File: config.mk
export PLATFORM = sky130hd
export DESIGN_NAME = mgmt_entry_unit_flat
export DESIGN_NICKNAME = d
export VERILOG_FILES = /design/src/pkg/mgmt_mode_pkg.sv /design/src/pkg/mgmt_link_if.sv /design/src/hw/mgmt_addr_gen.sv /design/src/hw/mgmt_entry_unit.sv /design/src/flat_wrapper.sv
export SDC_FILE = /design/constraint.sdc
export NUM_CORES = 1
export LEC_CHECK = 0
export BUFFER_PORTS_ARGS = -buffer_cell sky130_fd_sc_hd__buf_2
export CORE_AREA = 2 2 419 421
export DETAILED_ROUTE_END_ITERATION = 8
export DIE_AREA = 0 0 421 423
export PLACE_DENSITY = 0.45
export SLEW_MARGIN = 20
export SYNTH_ARGS = -nofsm -noshare
export SYNTH_HDL_FRONTEND = slang
export SYNTH_SLANG_ARGS = --single-unit
File: constraint.sdc
create_clock -name aclk -period 6.7 [get_ports aclk]
set_input_delay 1.34 -clock aclk [delete_from_list [all_inputs] [get_ports aclk]]
set_output_delay 1.34 -clock aclk [all_outputs]
set_load 0.02 [all_outputs]
File: src/pkg/mgmt_mode_pkg.sv
// Shared constants for the management-mode entry unit and its system logic
package mgmt_mode_pkg;
  // ----------------------------------------------------------------
  // Management memory space and base register
  // ----------------------------------------------------------------
  localparam logic [31:0] MGMT_BASE_RESET = 32'h0003_0000;
  localparam logic [15:0] MGMT_CS_SEL_DEFAULT = 16'h3000;
  localparam logic [31:0] HANDLER_ENTRY_OFS = 32'h0000_8000;
  localparam logic [31:0] SAVE_AREA_OFS = 32'h0000_FE00;
  localparam logic [31:0] SAVE_AREA_END_OFS = 32'h0000_FFFF;
  localparam logic [31:0] SAVE_AREA_BYTES = 32'h0000_0200;
  localparam logic [32:0] SPACE_DEFAULT_BYTES = 33'h0_0001_0000;
  localparam logic [32:0] SPACE_MIN_BYTES = 33'h0_0000_8000;
  localparam logic [32:0] SPACE_MAX_BYTES = 33'h1_0000_0000;
  localparam logic [31:0] BACKED_LOW_OFS = 32'h0000_8000;
  localparam int BACKED_WORDS = 8192;
  localparam int BACKED_IDX_W = 13;
  // ----------------------------------------------------------------
  // Save-area layout
  // ----------------------------------------------------------------
  localparam logic [15:0] SAVED_EXTRA_SEG_SELECTOR_OFS = 16'hFE00;
  localparam logic [15:0] SAVED_EXTRA_SEG_ATTRIBUTES_OFS = 16'hFE02;
  localparam logic [15:0] SAVED_EXTRA_SEG_LIMIT_OFS = 16'hFE04;
  localparam logic [15:0] SAVED_EXTRA_SEG_BASE_OFS = 16'hFE08;
  localparam logic [15:0] SAVED_CODE_SEG_SELECTOR_OFS = 16'hFE10;
  localparam logic [15:0] SAVED_CODE_SEG_ATTRIBUTES_OFS = 16'hFE12;
  localparam logic [15:0] SAVED_CODE_SEG_LIMIT_OFS = 16'hFE14;
  localparam logic [15:0] SAVED_CODE_SEG_BASE_OFS = 16'hFE18;
  localparam logic [15:0] SAVED_STACK_SEG_SELECTOR_OFS = 16'hFE20;
  localparam logic [15:0] SAVED_STACK_SEG_ATTRIBUTES_OFS = 16'hFE22;
  localparam logic [15:0] SAVED_STACK_SEG_LIMIT_OFS = 16'hFE24;
  localparam logic [15:0] SAVED_STACK_SEG_BASE_OFS = 16'hFE28;
  localparam logic [15:0] SEG_BLOCK_STRIDE = 16'h0010;
  localparam logic [15:0] RESTART_BYTES_OFS = 16'hFEC8;
  localparam logic [15:0] REVISION_ID_OFS = 16'hFEFC;
  localparam logic [15:0] BASE_IMAGE_OFS = 16'hFF00;
  localparam int RELOC_BIT = 17;
  localparam logic [31:0] REVISION_ID = 32'h0002_0000;
  localparam logic [3:0] SEG_WORDS = 4'hC;
  localparam logic [3:0] LAST_WORD = 4'hE;
  // ----------------------------------------------------------------
  // Address generation
  // ----------------------------------------------------------------
  localparam logic [31:0] ADDR16_MAX = 32'h0010_FFEF;
  // ----------------------------------------------------------------
  // System logic registers on AXI4-Lite
  // ----------------------------------------------------------------
  localparam logic [7:0] SYS_CTRL_OFS = 8'h00;
  localparam logic [7:0] SYS_STATUS_OFS = 8'h04;
  localparam logic [7:0] SYS_WINDOW_OFS = 8'h08;
  localparam int CTRL_MAP_BIT = 0;
  localparam int STAT_MGMT_BIT = 0;
  localparam int STAT_SMI_BIT = 1;
  localparam logic [1:0] RESP_OKAY = 2'h0;
  localparam logic [1:0] RESP_SLVERR = 2'h2;
endpackage

File: src/pkg/mgmt_link_if.sv
// Link between the processor end and the system logic end
`timescale 1ns/100ps
`default_nettype none
interface mgmt_link_if;
  logic smi_req;
  logic in_mgmt;
  logic req;
  logic we;
  logic [31:0] addr;
  logic [31:0] wdata;
  logic ack;
  logic [31:0] rdata;
  // Processor end
  modport dev (input smi_req, input ack, input rdata,
               output in_mgmt, output req, output we, output addr, output wdata);
  // System logic end
  modport sys (output smi_req, output ack, output rdata,
               input in_mgmt, input req, input we, input addr, input wdata);
endinterface
`default_nettype wire

File: src/hw/mgmt_addr_gen.sv
// Real-mode-like linear address generation for management mode
`timescale 1ns/100ps
`default_nettype none
module mgmt_addr_gen
  import mgmt_mode_pkg::*;
(
  // Operands
  input wire logic [15:0] selector,
  input wire logic [31:0] offset,
  input wire logic addr32_override,
  // Result
  output logic [31:0] linear
);
  logic [31:0] seg_base;
  logic [31:0] eff_ofs;
  // Selector shifted by four, offset cut to 16 bits unless overridden
  always_comb begin
    seg_base = {12'h000, selector, 4'h0};
    eff_ofs = addr32_override ? offset : {16'h0000, offset[15:0]};
    linear = seg_base + eff_ofs;
  end
endmodule // mgmt_addr_gen
`default_nettype wire

File: src/hw/mgmt_entry_unit.sv
// Processor end: management-mode entry, state save, restore and base
`timescale 1ns/100ps
`default_nettype none
// Notes on behaviour
// - Interrupt saves state into management memory first
// - Entry blocks interrupts and exceptions to OS
// - Resume restores saved state, leaves mode
// - Flat real-like addressing reaches 4 Gbytes
// - Space 64 Kbytes default, 32K to 4G
// - System logic steers memory on entry/exit
// - Default code segment base 30000h, selector 3000h
// - System backs whole upper 32 Kbytes
// - Default save at 3FE00h, handler at 38000h
// - Reset loads base register with 30000h
// - Revision identifier bit 17 reads one
// - Base changes only via save-area image
// - Save at base+FE00h, fetch base+8000h
// - Relocated base persists until changed or reset
// - 16-bit sizes, selector shifted four bits
// - Without override, addresses stop at 10FFEFh
// - Software keeps relocated base below 4G
// - Save area is 512 bytes FE00h-FFFFh
// - Handlers avoid writing read-only save entries
// - 16-byte segment blocks at FE00h/FE10h/FE20h
// - Restart entries are one byte each
// - Page-fault address register never saved/restored
module mgmt_entry_unit
  import mgmt_mode_pkg::*;
(
  // Clock, reset, enable
  input wire logic aclk,
  input wire logic aresetn,
  input wire logic ce,
  // Link to system logic
  mgmt_link_if.dev link,
  // Live segment state: extra, code, stack
  input wire logic [2:0][15:0] seg_selector,
  input wire logic [2:0][15:0] seg_attr,
  input wire logic [2:0][31:0] seg_limit,
  input wire logic [2:0][63:0] seg_base,
  input wire logic [7:0] io_restart,
  input wire logic [7:0] auto_halt,
  // Instruction events
  input wire logic resume_instr,
  // Address generation request
  input wire logic [15:0] agen_selector,
  input wire logic [31:0] agen_offset,
  input wire logic agen_override,
  // Mode and entry status
  output logic in_mgmt,
  output logic intr_block,
  output logic size16,
  output logic [31:0] mgmt_base,
  output logic handler_go,
  output logic [31:0] handler_ip,
  output logic [15:0] handler_cs_sel,
  output logic [31:0] handler_cs_base,
  // Restored state
  output logic restore_valid,
  output logic [2:0][15:0] rst_selector,
  output logic [2:0][15:0] rst_attr,
  output logic [2:0][31:0] rst_limit,
  output logic [2:0][63:0] rst_base,
  // Linear address
  output logic [31:0] agen_linear
);
  typedef enum logic [2:0] {D_IDLE, D_SAVE, D_RUN, D_RESTORE, D_EXIT} dev_state_e;
  typedef struct packed {
    dev_state_e st;
    logic [3:0] idx;
    logic [31:0] base;
    logic [31:0] base_img;
    logic req;
    logic we;
    logic [31:0] addr;
    logic [31:0] wdata;
    logic in_mgmt;
    logic intr_block;
    logic handler_go;
    logic [31:0] handler_ip;
    logic [15:0] cs_sel;
    logic [31:0] cs_base;
    logic restore_valid;
    logic [2:0][15:0] r_sel;
    logic [2:0][15:0] r_attr;
    logic [2:0][31:0] r_lim;
    logic [2:0][63:0] r_base;
    logic [31:0] lin;
  } dev_s;

  dev_s r_reg, r_next;
  logic [31:0] lin_comb;
  logic [31:0] save_word;
  logic [1:0] seg;

  // Save-area offset of each transfer word, shared by save and restore
  function automatic logic [15:0] word_offset(input logic [3:0] i);
    logic [15:0] blk;
    blk = SAVED_EXTRA_SEG_SELECTOR_OFS + SEG_BLOCK_STRIDE * {12'h000, 2'b00, i[3:2]};
    case (i)
      4'hC: word_offset = RESTART_BYTES_OFS;
      4'hD: word_offset = REVISION_ID_OFS;
      4'hE: word_offset = BASE_IMAGE_OFS;
      default: begin
        case (i[1:0])
          2'h0: word_offset = blk;
          2'h1: word_offset = blk + (SAVED_EXTRA_SEG_LIMIT_OFS - SAVED_EXTRA_SEG_SELECTOR_OFS);
          2'h2: word_offset = blk + (SAVED_EXTRA_SEG_BASE_OFS - SAVED_EXTRA_SEG_SELECTOR_OFS);
          default: word_offset = blk + (SAVED_EXTRA_SEG_BASE_OFS - SAVED_EXTRA_SEG_SELECTOR_OFS)
                                 + 16'h0004;
        endcase
      end
    endcase
  endfunction

  // Real-mode-like address generation
  mgmt_addr_gen u_agen (
    .selector(agen_selector),
    .offset(agen_offset),
    .addr32_override(agen_override),
    .linear(lin_comb)
  );

  // ----------------------------------------------------------------
  // Word written at each save step
  // ----------------------------------------------------------------
  always_comb begin
    seg = r_reg.idx[3:2];
    save_word = 32'h0000_0000;
    case (r_reg.idx)
      4'hC: save_word = {16'h0000, auto_halt, io_restart};
      4'hD: save_word = REVISION_ID;
      4'hE: save_word = r_reg.base;
      default: begin
        case (r_reg.idx[1:0])
          2'h0: save_word = {seg_attr[seg], seg_selector[seg]};
          2'h1: save_word = seg_limit[seg];
          2'h2: save_word = seg_base[seg][31:0];
          default: save_word = seg_base[seg][63:32];
        endcase
      end
    endcase
  end

  // ----------------------------------------------------------------
  // Entry and exit sequencing
  // ----------------------------------------------------------------
  always_comb begin
    r_next = r_reg;
    r_next.handler_go = 1'b0;
    r_next.restore_valid = 1'b0;
    r_next.lin = lin_comb;
    case (r_reg.st)
      D_IDLE: begin
        if (link.smi_req) begin
          r_next.st = D_SAVE;
          r_next.idx = 4'h0;
          r_next.in_mgmt = 1'b1;
          r_next.intr_block = 1'b1;
        end
      end
      D_SAVE: begin
        // Page-fault address register is not part of the transfer
        if (!r_reg.req) begin
          r_next.req = 1'b1;
          r_next.we = 1'b1;
          r_next.addr = r_reg.base + {16'h0000, word_offset(r_reg.idx)};
          r_next.wdata = save_word;
        end else if (link.ack) begin
          r_next.req = 1'b0;
          r_next.idx = r_reg.idx + 4'h1;
          if (r_reg.idx == LAST_WORD) begin
            r_next.st = D_RUN;
            r_next.handler_go = 1'b1;
            r_next.handler_ip = r_reg.base + HANDLER_ENTRY_OFS;
            r_next.cs_sel = r_reg.base[19:4];
            r_next.cs_base = r_reg.base;
          end
        end
      end
      D_RUN: begin
        if (resume_instr) begin
          r_next.st = D_RESTORE;
          r_next.idx = 4'h0;
        end
      end
      D_RESTORE: begin
        if (!r_reg.req) begin
          r_next.req = 1'b1;
          r_next.we = 1'b0;
          r_next.addr = r_reg.base + {16'h0000, word_offset(r_reg.idx)};
        end else if (link.ack) begin
          r_next.req = 1'b0;
          r_next.idx = r_reg.idx + 4'h1;
          if (r_reg.idx < SEG_WORDS) begin
            case (r_reg.idx[1:0])
              2'h0: begin
                r_next.r_sel[seg] = link.rdata[15:0];
                r_next.r_attr[seg] = link.rdata[31:16];
              end
              2'h1: r_next.r_lim[seg] = link.rdata;
              2'h2: r_next.r_base[seg][31:0] = link.rdata;
              default: r_next.r_base[seg][63:32] = link.rdata;
            endcase
          end else if (r_reg.idx == LAST_WORD) begin
            r_next.base_img = link.rdata;
            r_next.st = D_EXIT;
          end
        end
      end
      D_EXIT: begin
        r_next.base = r_reg.base_img;
        r_next.in_mgmt = 1'b0;
        r_next.intr_block = 1'b0;
        r_next.restore_valid = 1'b1;
        r_next.st = D_IDLE;
      end
      default: r_next.st = D_IDLE;
    endcase
  end

  // ----------------------------------------------------------------
  // State register
  // ----------------------------------------------------------------
  always_ff @(posedge aclk) begin
    if (!aresetn) begin
      r_reg <= '0;
      r_reg.base <= MGMT_BASE_RESET;
      r_reg.base_img <= MGMT_BASE_RESET;
      r_reg.cs_sel <= MGMT_CS_SEL_DEFAULT;
      r_reg.cs_base <= MGMT_BASE_RESET;
    end else if (ce) begin
      r_reg <= r_next;
    end
  end

  // Outputs straight from the state register
  assign link.in_mgmt = r_reg.in_mgmt;
  assign link.req = r_reg.req;
  assign link.we = r_reg.we;
  assign link.addr = r_reg.addr;
  assign link.wdata = r_reg.wdata;
  assign in_mgmt = r_reg.in_mgmt;
  assign intr_block = r_reg.intr_block;
  assign size16 = r_reg.in_mgmt;
  assign mgmt_base = r_reg.base;
  assign handler_go = r_reg.handler_go;
  assign handler_ip = r_reg.handler_ip;
  assign handler_cs_sel = r_reg.cs_sel;
  assign handler_cs_base = r_reg.cs_base;
  assign restore_valid = r_reg.restore_valid;
  assign rst_selector = r_reg.r_sel;
  assign rst_attr = r_reg.r_attr;
  assign rst_limit = r_reg.r_lim;
  assign rst_base = r_reg.r_base;
  assign agen_linear = r_reg.lin;
endmodule // mgmt_entry_unit
`default_nettype wire

File: src/flat_wrapper.sv
// flat-port wrapper written by rule: the top's interface ports become plain ports
module mgmt_entry_unit_flat import mgmt_mode_pkg::*;
  (aclk, aresetn, ce, seg_selector, seg_attr, seg_limit, seg_base, io_restart, auto_halt, resume_instr, agen_selector, agen_offset, agen_override, in_mgmt, intr_block, size16, mgmt_base, handler_go, handler_ip, handler_cs_sel, handler_cs_base, restore_valid, rst_selector, rst_attr, rst_limit, rst_base, agen_linear, link_smi_req, link_ack, link_rdata, link_in_mgmt, link_req, link_we, link_addr, link_wdata);
  mgmt_link_if link_i ();
  input wire logic aclk;
  input wire logic aresetn;
  input wire logic ce;
  input wire logic [2:0][15:0] seg_selector;
  input wire logic [2:0][15:0] seg_attr;
  input wire logic [2:0][31:0] seg_limit;
  input wire logic [2:0][63:0] seg_base;
  input wire logic [7:0] io_restart;
  input wire logic [7:0] auto_halt;
  input wire logic resume_instr;
  input wire logic [15:0] agen_selector;
  input wire logic [31:0] agen_offset;
  input wire logic agen_override;
  output logic in_mgmt;
  output logic intr_block;
  output logic size16;
  output logic [31:0] mgmt_base;
  output logic handler_go;
  output logic [31:0] handler_ip;
  output logic [15:0] handler_cs_sel;
  output logic [31:0] handler_cs_base;
  output logic restore_valid;
  output logic [2:0][15:0] rst_selector;
  output logic [2:0][15:0] rst_attr;
  output logic [2:0][31:0] rst_limit;
  output logic [2:0][63:0] rst_base;
  output logic [31:0] agen_linear;
  input wire logic [$bits(link_i.smi_req)-1:0] link_smi_req;
  input wire logic [$bits(link_i.ack)-1:0] link_ack;
  input wire logic [$bits(link_i.rdata)-1:0] link_rdata;
  output wire logic [$bits(link_i.in_mgmt)-1:0] link_in_mgmt;
  output wire logic [$bits(link_i.req)-1:0] link_req;
  output wire logic [$bits(link_i.we)-1:0] link_we;
  output wire logic [$bits(link_i.addr)-1:0] link_addr;
  output wire logic [$bits(link_i.wdata)-1:0] link_wdata;
  assign link_i.smi_req = link_smi_req;
  assign link_i.ack = link_ack;
  assign link_i.rdata = link_rdata;
  assign link_in_mgmt = link_i.in_mgmt;
  assign link_req = link_i.req;
  assign link_we = link_i.we;
  assign link_addr = link_i.addr;
  assign link_wdata = link_i.wdata;
  mgmt_entry_unit u_core (.aclk(aclk), .aresetn(aresetn), .ce(ce), .link(link_i), .seg_selector(seg_selector), .seg_attr(seg_attr), .seg_limit(seg_limit), .seg_base(seg_base), .io_restart(io_restart), .auto_halt(auto_halt), .resume_instr(resume_instr), .agen_selector(agen_selector), .agen_offset(agen_offset), .agen_override(agen_override), .in_mgmt(in_mgmt), .intr_block(intr_block), .size16(size16), .mgmt_base(mgmt_base), .handler_go(handler_go), .handler_ip(handler_ip), .handler_cs_sel(handler_cs_sel), .handler_cs_base(handler_cs_base), .restore_valid(restore_valid), .rst_selector(rst_selector), .rst_attr(rst_attr), .rst_limit(rst_limit), .rst_base(rst_base), .agen_linear(agen_linear));
endmodule
==> PnR_summary.wiki, run 1 <==
{| class="wikitable"
! Metric !! Value
|-
| Launch point of the worst hold path || u_core.r_reg[577]$_SDFFE_PN0P_
|-
| Pins over their slew limit || 0
|-
| Total clock sinks || 605
|-
| Post-layout instance area || 37,400 sq um
|-
| Critical path type || flip-flop to flip-flop
|-
| Total I/O pin count || 1,087
|-
| Area of the mapped netlist || 31,500 sq um
|-
| Worst-path cell chain || buf_4, nand2_1, o21ai_0, nand2b_1, ha_1, fa_1, a211oi_1, o21ai_1, a2111oi_4, nor2_1, nand2_1, xor2_1, a21oi_1
|-
| Vertical die dimension || 423 um
|-
| CORE AREA || around 170,000 sq um
|-
| Post-Synth Simple-Gate Area || 0.177
|-
| Final GP Congestion || 0.958
|-
| Filler cells || 19,413
|-
| Warnings, synthesis || 0
|-
| Largest family of logic cells by synthesized area || buffers and inverters
|-
| Sort of element at the start of the critical path || flip-flop
|-
| Final Instance Count excl. Fillers || 6,822
|-
| Required time reported for the critical path endpoint || 7270 ps
|-
| Status || finished, final reports clean
|-
| Distinct cell type count of the synthesized netlist || 78
|-
| Xor/xnor cell area share of the yosys netlist || 0.0150
|-
| Unrepaired setup endpoints after global routing || false
|-
| Signed area change from the synthesized netlist to the final layout || 18.7%
|-
| Antenna violations before repair || 41
|-
| PD cells || 240 nW/um^2
|-
| Routed vias || 29,816
|-
| Syn nets || 4,609
|-
| Number of cells on the worst hold path || 2
|-
| Maximum buffer depth of the clock tree || 3
|-
| Final standard cell utilization of the core || 0.216
|-
| Half-perimeter wire length after detailed placement || 126 mm
|-
| Pin count of the biggest net entering global routing || 157
|-
| Tcrit/Tclk final || 0.628
|-
| M2 GR Usage || 0.306
|-
| Sequential cell area || around 12,000 sq um
|-
| Critical path buffers and inverters || 1
|-
| Average wire per standard cell || 25.3 um
|-
| Clock tree from TritonCTS || yes
|-
| Placed Cells incl. Taps || 6,649
|-
| Most frequent standard cell in the layout excluding fill and tap cells || sky130_fd_sc_hd__nand2_1
|-
| Placed inst area || 34,500 sq um
|-
| Worst reg2reg path depth || 13
|-
| Clock Tree Root || sky130_fd_sc_hd__clkbuf_16
|-
| Critical-path cell with the highest stage delay || sky130_fd_sc_hd__dfxtp_4
|-
| CTS clock-pin slew for the worst setup and hold paths || 60 ps
|-
| Number of synthesized register bits || ~610
|-
| Sequential-to-total area share from yosys stat || 0.385
|-
| Most frequently used flop master after synthesis || sky130_fd_sc_hd__dfxtp_1
|-
| Reg2reg end || u_core.link.addr[30]$_SDFFE_PN0P_
|-
| Minimum clock period after layout || around 4200 ps
|-
| Width of the chip || 421 um
|-
| Number of routed nets with antenna violations || 0
|-
| Compound-Gate Fraction of Synth Area || 0.165
|-
| End of the worst hold path || u_core.mgmt_base[11]$_SDFFE_PN0P_
|-
| Remaining max-slew budget at the tightest pin || 0.139
|-
| Origin of the critical flop-to-flop path || u_core.r_reg[632]$_SDFFE_PN0P_
|-
| Number of design-rule violations left by the first detailed-router iteration || roughly 2,800
|-
| Static leakage || 15.0 nW
|-
| Number of flip-flops under the largest register name || 192
|-
| Layout Skew || 40.5 ps
|-
| Slack of the worst reg-to-reg path || 2500 ps
|-
| Largest vdd supply drop || 178 uV
|-
| Arithmetic-cell share of the synthesized area counting full adders, half adders and majority gates || 0.0132
|-
| Gr busiest metal || met2
|-
| Slew at the pin with the worst max-slew slack || between 1000 and 1500 ps
|-
| Number of flops mapped to enable cells by yosys || 0
|-
| Number of buffers added by the clock tree synthesis step || 80
|-
| Crit end category || flip-flop
|-
| Hold WS || about 430 ps
|-
| Mean Syn Cell Area || 7.70 sq um
|-
| Number of standard cells after synthesis || 4,090
|-
| Most numerous cell on the critical path || sky130_fd_sc_hd__nand2_1
|-
| Area used by multi-input combinational logic || 13,500 sq um
|-
| Total count of hold-check failures in the final report || 0
|-
| Wire length of the first global-routing pass || about 230 mm
|-
| Post-detailed-route DRC marker count || 0
|-
| Kind of cell with the highest combined delay on the critical path || compound AO/OA/AOI/OAI gates
|-
| Critical path's largest stage delay || between 700 and 800 ps
|-
| Top library cells by usage in the layout, fill and taps aside || sky130_fd_sc_hd__nand2_1, sky130_fd_sc_hd__buf_2, sky130_fd_sc_hd__dfxtp_1, sky130_fd_sc_hd__a21oi_1, sky130_fd_sc_hd__o21ai_0
|-
| Async S/R FF share, synth || 0
|-
| Max Freq || roughly 0.24 GHz
|-
| Hold Crit Class || flip-flop to flip-flop
|-
| Count of TritonRoute iterations in the first routing pass || 9
|-
| Global routing met3 resource utilization || 0.0541
|-
| Aggregate negative setup slack || 0 ps
|-
| Full die area || 178,000 sq um
|-
| Cell row count || about 150
|-
| Initial core utilization || 0.182
|-
| Total Routed Length || 173 mm
|-
| Post-cts hold buffer count || 0
|-
| Global-route total usage across every layer || 0.185
|-
| PostCTS Resize Cnt || 0
|-
| Share of final-layout standard cells stronger than drive strength 1 || 0.306
|-
| Launching element of the worst setup path || u_core.r_reg[632]$_SDFFE_PN0P_
|-
| Routing usage on met1 || 0.231
|-
| H-tree depth || 3
|-
| Final setup violation count || 0
|-
| Final layout net count || 4,927
|-
| Data arrival time of the critical path || between 4000 and 5000 ps
|-
| Post-CTS setup repair buffer count || 0
|-
| Clock latency reported for the late side of the worst-skew pair || roughly 720 ps
|-
| Multiplexer share of the synthesized area || 0.0552
|-
| Global route overflow || 0
|-
| CP Max Fanout || 32
|-
| MaxCap Viol Count || 0
|-
| Via count of the first global-routing pass || 27,626
|-
| Count of input and output buffers || around 1,100
|-
| Number of vias per cell after detailed routing || 4.37
|}
[metrics by stage]
stage	worst slack [ps]	total power [mW]
detailed placement	2370	4.46
finish	2500	8.98
floorplan	3070	4.08
global route	2220	9.29
global placement	2440	4.46
CTS	2510	9.11
[where the power goes]
| group | internal [mW] | switching, mW | total, mW |
|---|---|---|---|
| Sequential | 3.63 | 0.0226 | 3.66 |
| Combinational | 0.237 | 0.503 | 0.740 |
| Clock | 2.73 | 1.86 | 4.59 |
| Total | 6.60 | 2.38 | 8.98 |
[Yosys cell counts (all sizes together), types with 9 or more instances]
master / count / share of area
buf: 701 / 0.16
and3: 12 / 0.0024
and2: 18 / 0.0036
inv: 13 / 0.0015
nand3: 37 / 0.0059
ha: 30 / 0.012
xor2: 31 / 0.0086
mux2i: 158 / 0.050
nor2: 103 / 0.012
a221oi: 9 / 0.0025
a21oi: 595 / 0.098
nand4: 11 / 0.0022
mux2: 14 / 0.0050
dfxtp: 605 / 0.38
xnor2: 23 / 0.0064
nor3: 18 / 0.0032
o21ai: 176 / 0.028
clkbuf: 211 / 0.025
a21o: 9 / 0.0021
nand2: 1142 / 0.14
a222oi: 32 / 0.010
a211oi: 26 / 0.0062
a31oi: 14 / 0.0028
[cells by family after synthesis]
logic type	Yosys count
multiplexers	172
flip-flops	605
adder cells (fa/ha/maj)	32
buffers and inverters	926
AND/OR/NAND/NOR	1388
AO/OA/AOI/OAI	913
XOR/XNOR	54
[worst max-delay path by stage]
stage	to	slack (ps)	cells after the start
finish	u_core.link.addr[30]$_SDFFE_PN0P_	2500	13
global route	u_core.link.addr[30]$_SDFFE_PN0P_	2220	13
CTS	u_core.link.addr[30]$_SDFFE_PN0P_	2510	13
detailed placement	u_core.rst_base[101]$_SDFFE_PN0P_	2370	8
global placement	u_core.rst_base[101]$_SDFFE_PN0P_	2440	8
floorplan	u_core.link.addr[30]$_SDFFE_PN0P_	3070	17
[worst reg2reg max path, stage by stage, from the launching register on]
cell and delay, ps:
sky130_fd_sc_hd__dfxtp_4 710, sky130_fd_sc_hd__buf_4 590, sky130_fd_sc_hd__nand2_1 250, sky130_fd_sc_hd__o21ai_0 220, sky130_fd_sc_hd__nand2b_1 80, sky130_fd_sc_hd__ha_1 220
sky130_fd_sc_hd__fa_1 440, sky130_fd_sc_hd__a211oi_1 350, sky130_fd_sc_hd__o21ai_1 230, sky130_fd_sc_hd__a2111oi_4 560, sky130_fd_sc_hd__nor2_1 130, sky130_fd_sc_hd__nand2_1 110
sky130_fd_sc_hd__xor2_1 140, sky130_fd_sc_hd__a21oi_1 70
[routing by layer]
| layer | part of all wire | wire (um) | vias to the layer above |
|---|---|---|---|
| met5 | 0.00086 | 149 | - |
| met4 | 0.029 | 4960 | 22 |
| met3 | 0.090 | 15600 | 232 |
| met2 | 0.47 | 81600 | 1355 |
| met1 | 0.41 | 70500 | 14558 |
| li1 | - | - | 13649 |
[final cells by class]
type,count,share of cell area
clock buffer,112,0.0616
tap,2325,0.0778
clock inverter,33,0.0128
timing repair buffer,1148,0.159
inverter,14,0.00161
antenna,26,0.00174
multi-input combinational,2559,0.361
sequential,605,0.324
Note: power is estimated with default switching activity, not from simulation.
==> run 2, diff against run 1 <==
clock period = 3.9 ns   (was 6.7 ns; I/O delays follow)
==> run 2 against run 1 <==
Worst hold slack worse by 100 ps. Non-clock buffer count is 55 higher. Sequential power is 72% higher. Final cell count is 0.70% higher. Critical path type unchanged. Critical endpoint is now u_core.link.addr[24]$_SDFFE_PN0P_. Largest cell class unchanged. Largest power group unchanged.
==> PnR_summary.wiki, run 2 (synthesized netlist as in run 1, its figures left out) <==
{| class="wikitable"
! Metric !! Value
|-
| Worst reg2reg path depth || 13 (unchanged)
|-
| Reg2reg end || u_core.link.addr[24]$_SDFFE_PN0P_ (was u_core.link.addr[30]$_SDFFE_PN0P_)
|-
| Initial core utilization || 0.182 (unchanged)
|-
| Final standard cell utilization of the core || 0.219 (was 0.216)
|-
| Cell row count || 153 (unchanged)
|-
| Width of the chip || 421 um (unchanged)
|-
| Top library cells by usage in the layout, fill and taps aside || sky130_fd_sc_hd__nand2_1, sky130_fd_sc_hd__buf_2, sky130_fd_sc_hd__dfxtp_1, sky130_fd_sc_hd__a21oi_1, sky130_fd_sc_hd__o21ai_0 (unchanged)
|-
| CP Max Fanout || 14 (was 32)
|-
| Layout Skew || 41.2 ps (was 40.5 ps)
|-
| Clock latency reported for the late side of the worst-skew pair || 690 ps (was 720 ps)
|-
| Worst-path cell chain || inv_1, ha_2, buf_4, o21ai_0, o21ai_0, fa_1, a211oi_1, o21ai_1, a2111oi_4, buf_4, nor2_1, xnor2_1, a21oi_1 (was buf_4, nand2_1, o21ai_0, nand2b_1, ha_1, fa_1, a211oi_1, o21ai_1, a2111oi_4, nor2_1, nand2_1, xor2_1, a21oi_1)
|-
| Remaining max-slew budget at the tightest pin || 0.118 (was 0.139)
|-
| Static leakage || 15.3 nW (was 15.0 nW)
|-
| Vertical die dimension || 423 um (unchanged)
|-
| Share of final-layout standard cells stronger than drive strength 1 || 0.313 (was 0.306)
|-
| End of the worst hold path || u_core.agen_linear[1]$_SDFFE_PN0P_ (was u_core.mgmt_base[11]$_SDFFE_PN0P_)
|-
| Hold WS || 327 ps (was 429 ps)
|-
| Global route overflow || 0 (unchanged)
|-
| Global-route total usage across every layer || 0.187 (was 0.185)
|-
| Clock tree from TritonCTS || yes (unchanged)
|-
| Post-CTS setup repair buffer count || 0 (unchanged)
|-
| Final setup violation count || 0 (unchanged)
|-
| Sort of element at the start of the critical path || flip-flop (unchanged)
|-
| MaxCap Viol Count || 0 (unchanged)
|-
| Launch point of the worst hold path || agen_offset[1] (was u_core.r_reg[577]$_SDFFE_PN0P_)
|-
| Final Worst Setup Slack || 358 ps (was 2500 ps)
|-
| Required time reported for the critical path endpoint || 4410 ps (was 7270 ps)
|-
| Critical path type || flip-flop to flip-flop (unchanged)
|-
| H-tree depth || 3 (unchanged)
|-
| PD cells || 407 nW/um^2 (was 240 nW/um^2)
|-
| Total Routed Length || 174 mm (was 173 mm)
|-
| Routed vias || 29,654 (was 29,816)
|-
| Pins over their slew limit || 0 (unchanged)
|-
| Number of buffers added by the clock tree synthesis step || 79 (was 80)
|-
| Hold Crit Class || primary input to flip-flop (was flip-flop to flip-flop)
|-
| Number of flip-flops under the largest register name || 192 (unchanged)
|-
| Aggregate negative setup slack || 0 ps (unchanged)
|-
| Slew at the pin with the worst max-slew slack || 1310 ps (was 1280 ps)
|-
| Count of TritonRoute iterations in the first routing pass || 7 (was 9)
|-
| Maximum buffer depth of the clock tree || 3 (unchanged)
|-
| Kind of cell with the highest combined delay on the critical path || compound AO/OA/AOI/OAI gates (unchanged)
|-
| Number of routed nets with antenna violations || 0 (unchanged)
|-
| Total clock sinks || 605 (unchanged)
|-
| Full die area || 178,000 sq um (unchanged)
|-
| Clock Tree Root || sky130_fd_sc_hd__clkbuf_16 (unchanged)
|-
| Post-detailed-route DRC marker count || 0 (unchanged)
|-
| Max Freq || 0.282 GHz (was 0.238 GHz)
|-
| Tcrit/Tclk final || 0.908 (was 0.628)
|-
| PostCTS Resize Cnt || 0 (unchanged)
|-
| Pin count of the biggest net entering global routing || 107 (was 157)
|-
| Number of design-rule violations left by the first detailed-router iteration || 2,700 (was 2,761)
|-
| CTS clock-pin slew for the worst setup and hold paths || 60 ps (about the same)
|-
| Crit end category || flip-flop (unchanged)
|-
| Total I/O pin count || 1,087 (unchanged)
|-
| Most frequent standard cell in the layout excluding fill and tap cells || sky130_fd_sc_hd__nand2_1 (unchanged)
|-
| Wire length of the first global-routing pass || 233 mm (was 231 mm)
|-
| Launching element of the worst setup path || u_core.r_reg[630]$_SDFFE_PN0P_ (was u_core.r_reg[632]$_SDFFE_PN0P_)
|-
| Half-perimeter wire length after detailed placement || 130 mm (was 126 mm)
|-
| Largest vdd supply drop || 296 uV (was 178 uV)
|-
| Final layout net count || 4,981 (was 4,927)
|-
| Origin of the critical flop-to-flop path || u_core.r_reg[630]$_SDFFE_PN0P_ (was u_core.r_reg[632]$_SDFFE_PN0P_)
|-
| Average wire per standard cell || 25.3 um (about the same)
|-
| Critical path's largest stage delay || 490 ps (was 710 ps)
|-
| Slack of the worst reg-to-reg path || 360 ps (was 2500 ps)
|-
| Antenna violations before repair || 30 (was 41)
|-
| Overall power || 15.4 mW (was 8.98 mW)
|-
| Signed area change from the synthesized netlist to the final layout || 20.3% (was 18.7%)
|-
| Critical-path cell with the highest stage delay || sky130_fd_sc_hd__fa_1 (was sky130_fd_sc_hd__dfxtp_4)
|-
| Count of input and output buffers || 1,086 (unchanged)
|-
| Final GP Congestion || 0.930 (was 0.958)
|-
| Number of vias per cell after detailed routing || 4.32 (was 4.37)
|-
| Total count of hold-check failures in the final report || 0 (unchanged)
|-
| Status || finished, final reports clean (unchanged)
|-
| CORE AREA || 173,000 sq um (unchanged)
|-
| Minimum clock period after layout || 3540 ps (was 4200 ps)
|-
| Post-cts hold buffer count || 0 (unchanged)
|-
| Data arrival time of the critical path || 4050 ps (was 4780 ps)
|-
| Number of cells on the worst hold path || 3 (was 2)
|-
| Via count of the first global-routing pass || 27,538 (was 27,626)
|-
| Critical path buffers and inverters || 3 (was 1)
|-
| Unrepaired setup endpoints after global routing || false (unchanged)
|-
| Worst slack at placement || 400 ps (was 2370 ps)
|}
run 2: cell count changes in the layout (fill, tap and decap cells not counted), sizes merged:
cell / delta
buf: +56
bufinv: +1
clkbuf: +2
clkinv: -4
clkinvlp: +2
diode: -9
run 2: worst max path at each step:
stage                                              to  cells past startpoint
global route        u_core.link.addr[24]$_SDFFE_PN0P_                     13
global placement    u_core.link.addr[16]$_SDFFE_PN0P_                     13
finish              u_core.link.addr[24]$_SDFFE_PN0P_                     13
floorplan           u_core.link.addr[30]$_SDFFE_PN0P_                     17
CTS                 u_core.link.addr[24]$_SDFFE_PN0P_                     13
detailed placement  u_core.link.addr[24]$_SDFFE_PN0P_                     13
run 2: worst reg2reg max path, delay by kind of cell, from the launching register on:
family                     cells  cell delay [ps]
adders and majority gates      2              710
and+or+nand+nor                1               50
DFF                            1              460
xor gates and xnor gates       1              170
AOI/OAI and AO/OA              6             1470
buffers and inverters          3              510
run 2: per-stage QoR:
| step | area (sq um) | std cells |
|---|---|---|
| finish | 37900 | 6870 |
| global route | 37900 | 6861 |
| CTS | 37800 | 6852 |
| detailed placement | 35100 | 6705 |
| global placement | 35100 | 6704 |
| floorplan | 31500 | 4090 |
run 2: final cells by class:
type,count,area (sq um)
inverter,14,60.1
clock buffer,115,2280
clock inverter,32,478
tap,2325,2910
fill,19512,135000
multi-input combinational,2559,13500
sequential,605,12100
antenna,17,42.5
timing repair buffer,1203,6490
run 2: where the power goes:
part / total [mW] / internal [mW] / leakage [nW] / switching [mW]
clock: 7.82 / 4.70 / 1.35 / 3.12
combinational: 1.30 / 0.423 / 9.04 / 0.877
sequential: 6.28 / 6.24 / 4.88 / 0.0429
total: 15.4 / 11.4 / 15.3 / 4.04
run 2: metal layers:
metal / part of all wire / wire (um) / GRT usage
met1: 0.42 / 73100 / 0.234
met5: 0.00038 / 66 / 0
met4: 0.034 / 5850 / 0.0631
met2: 0.47 / 81500 / 0.306
met3: 0.077 / 13400 / 0.0519
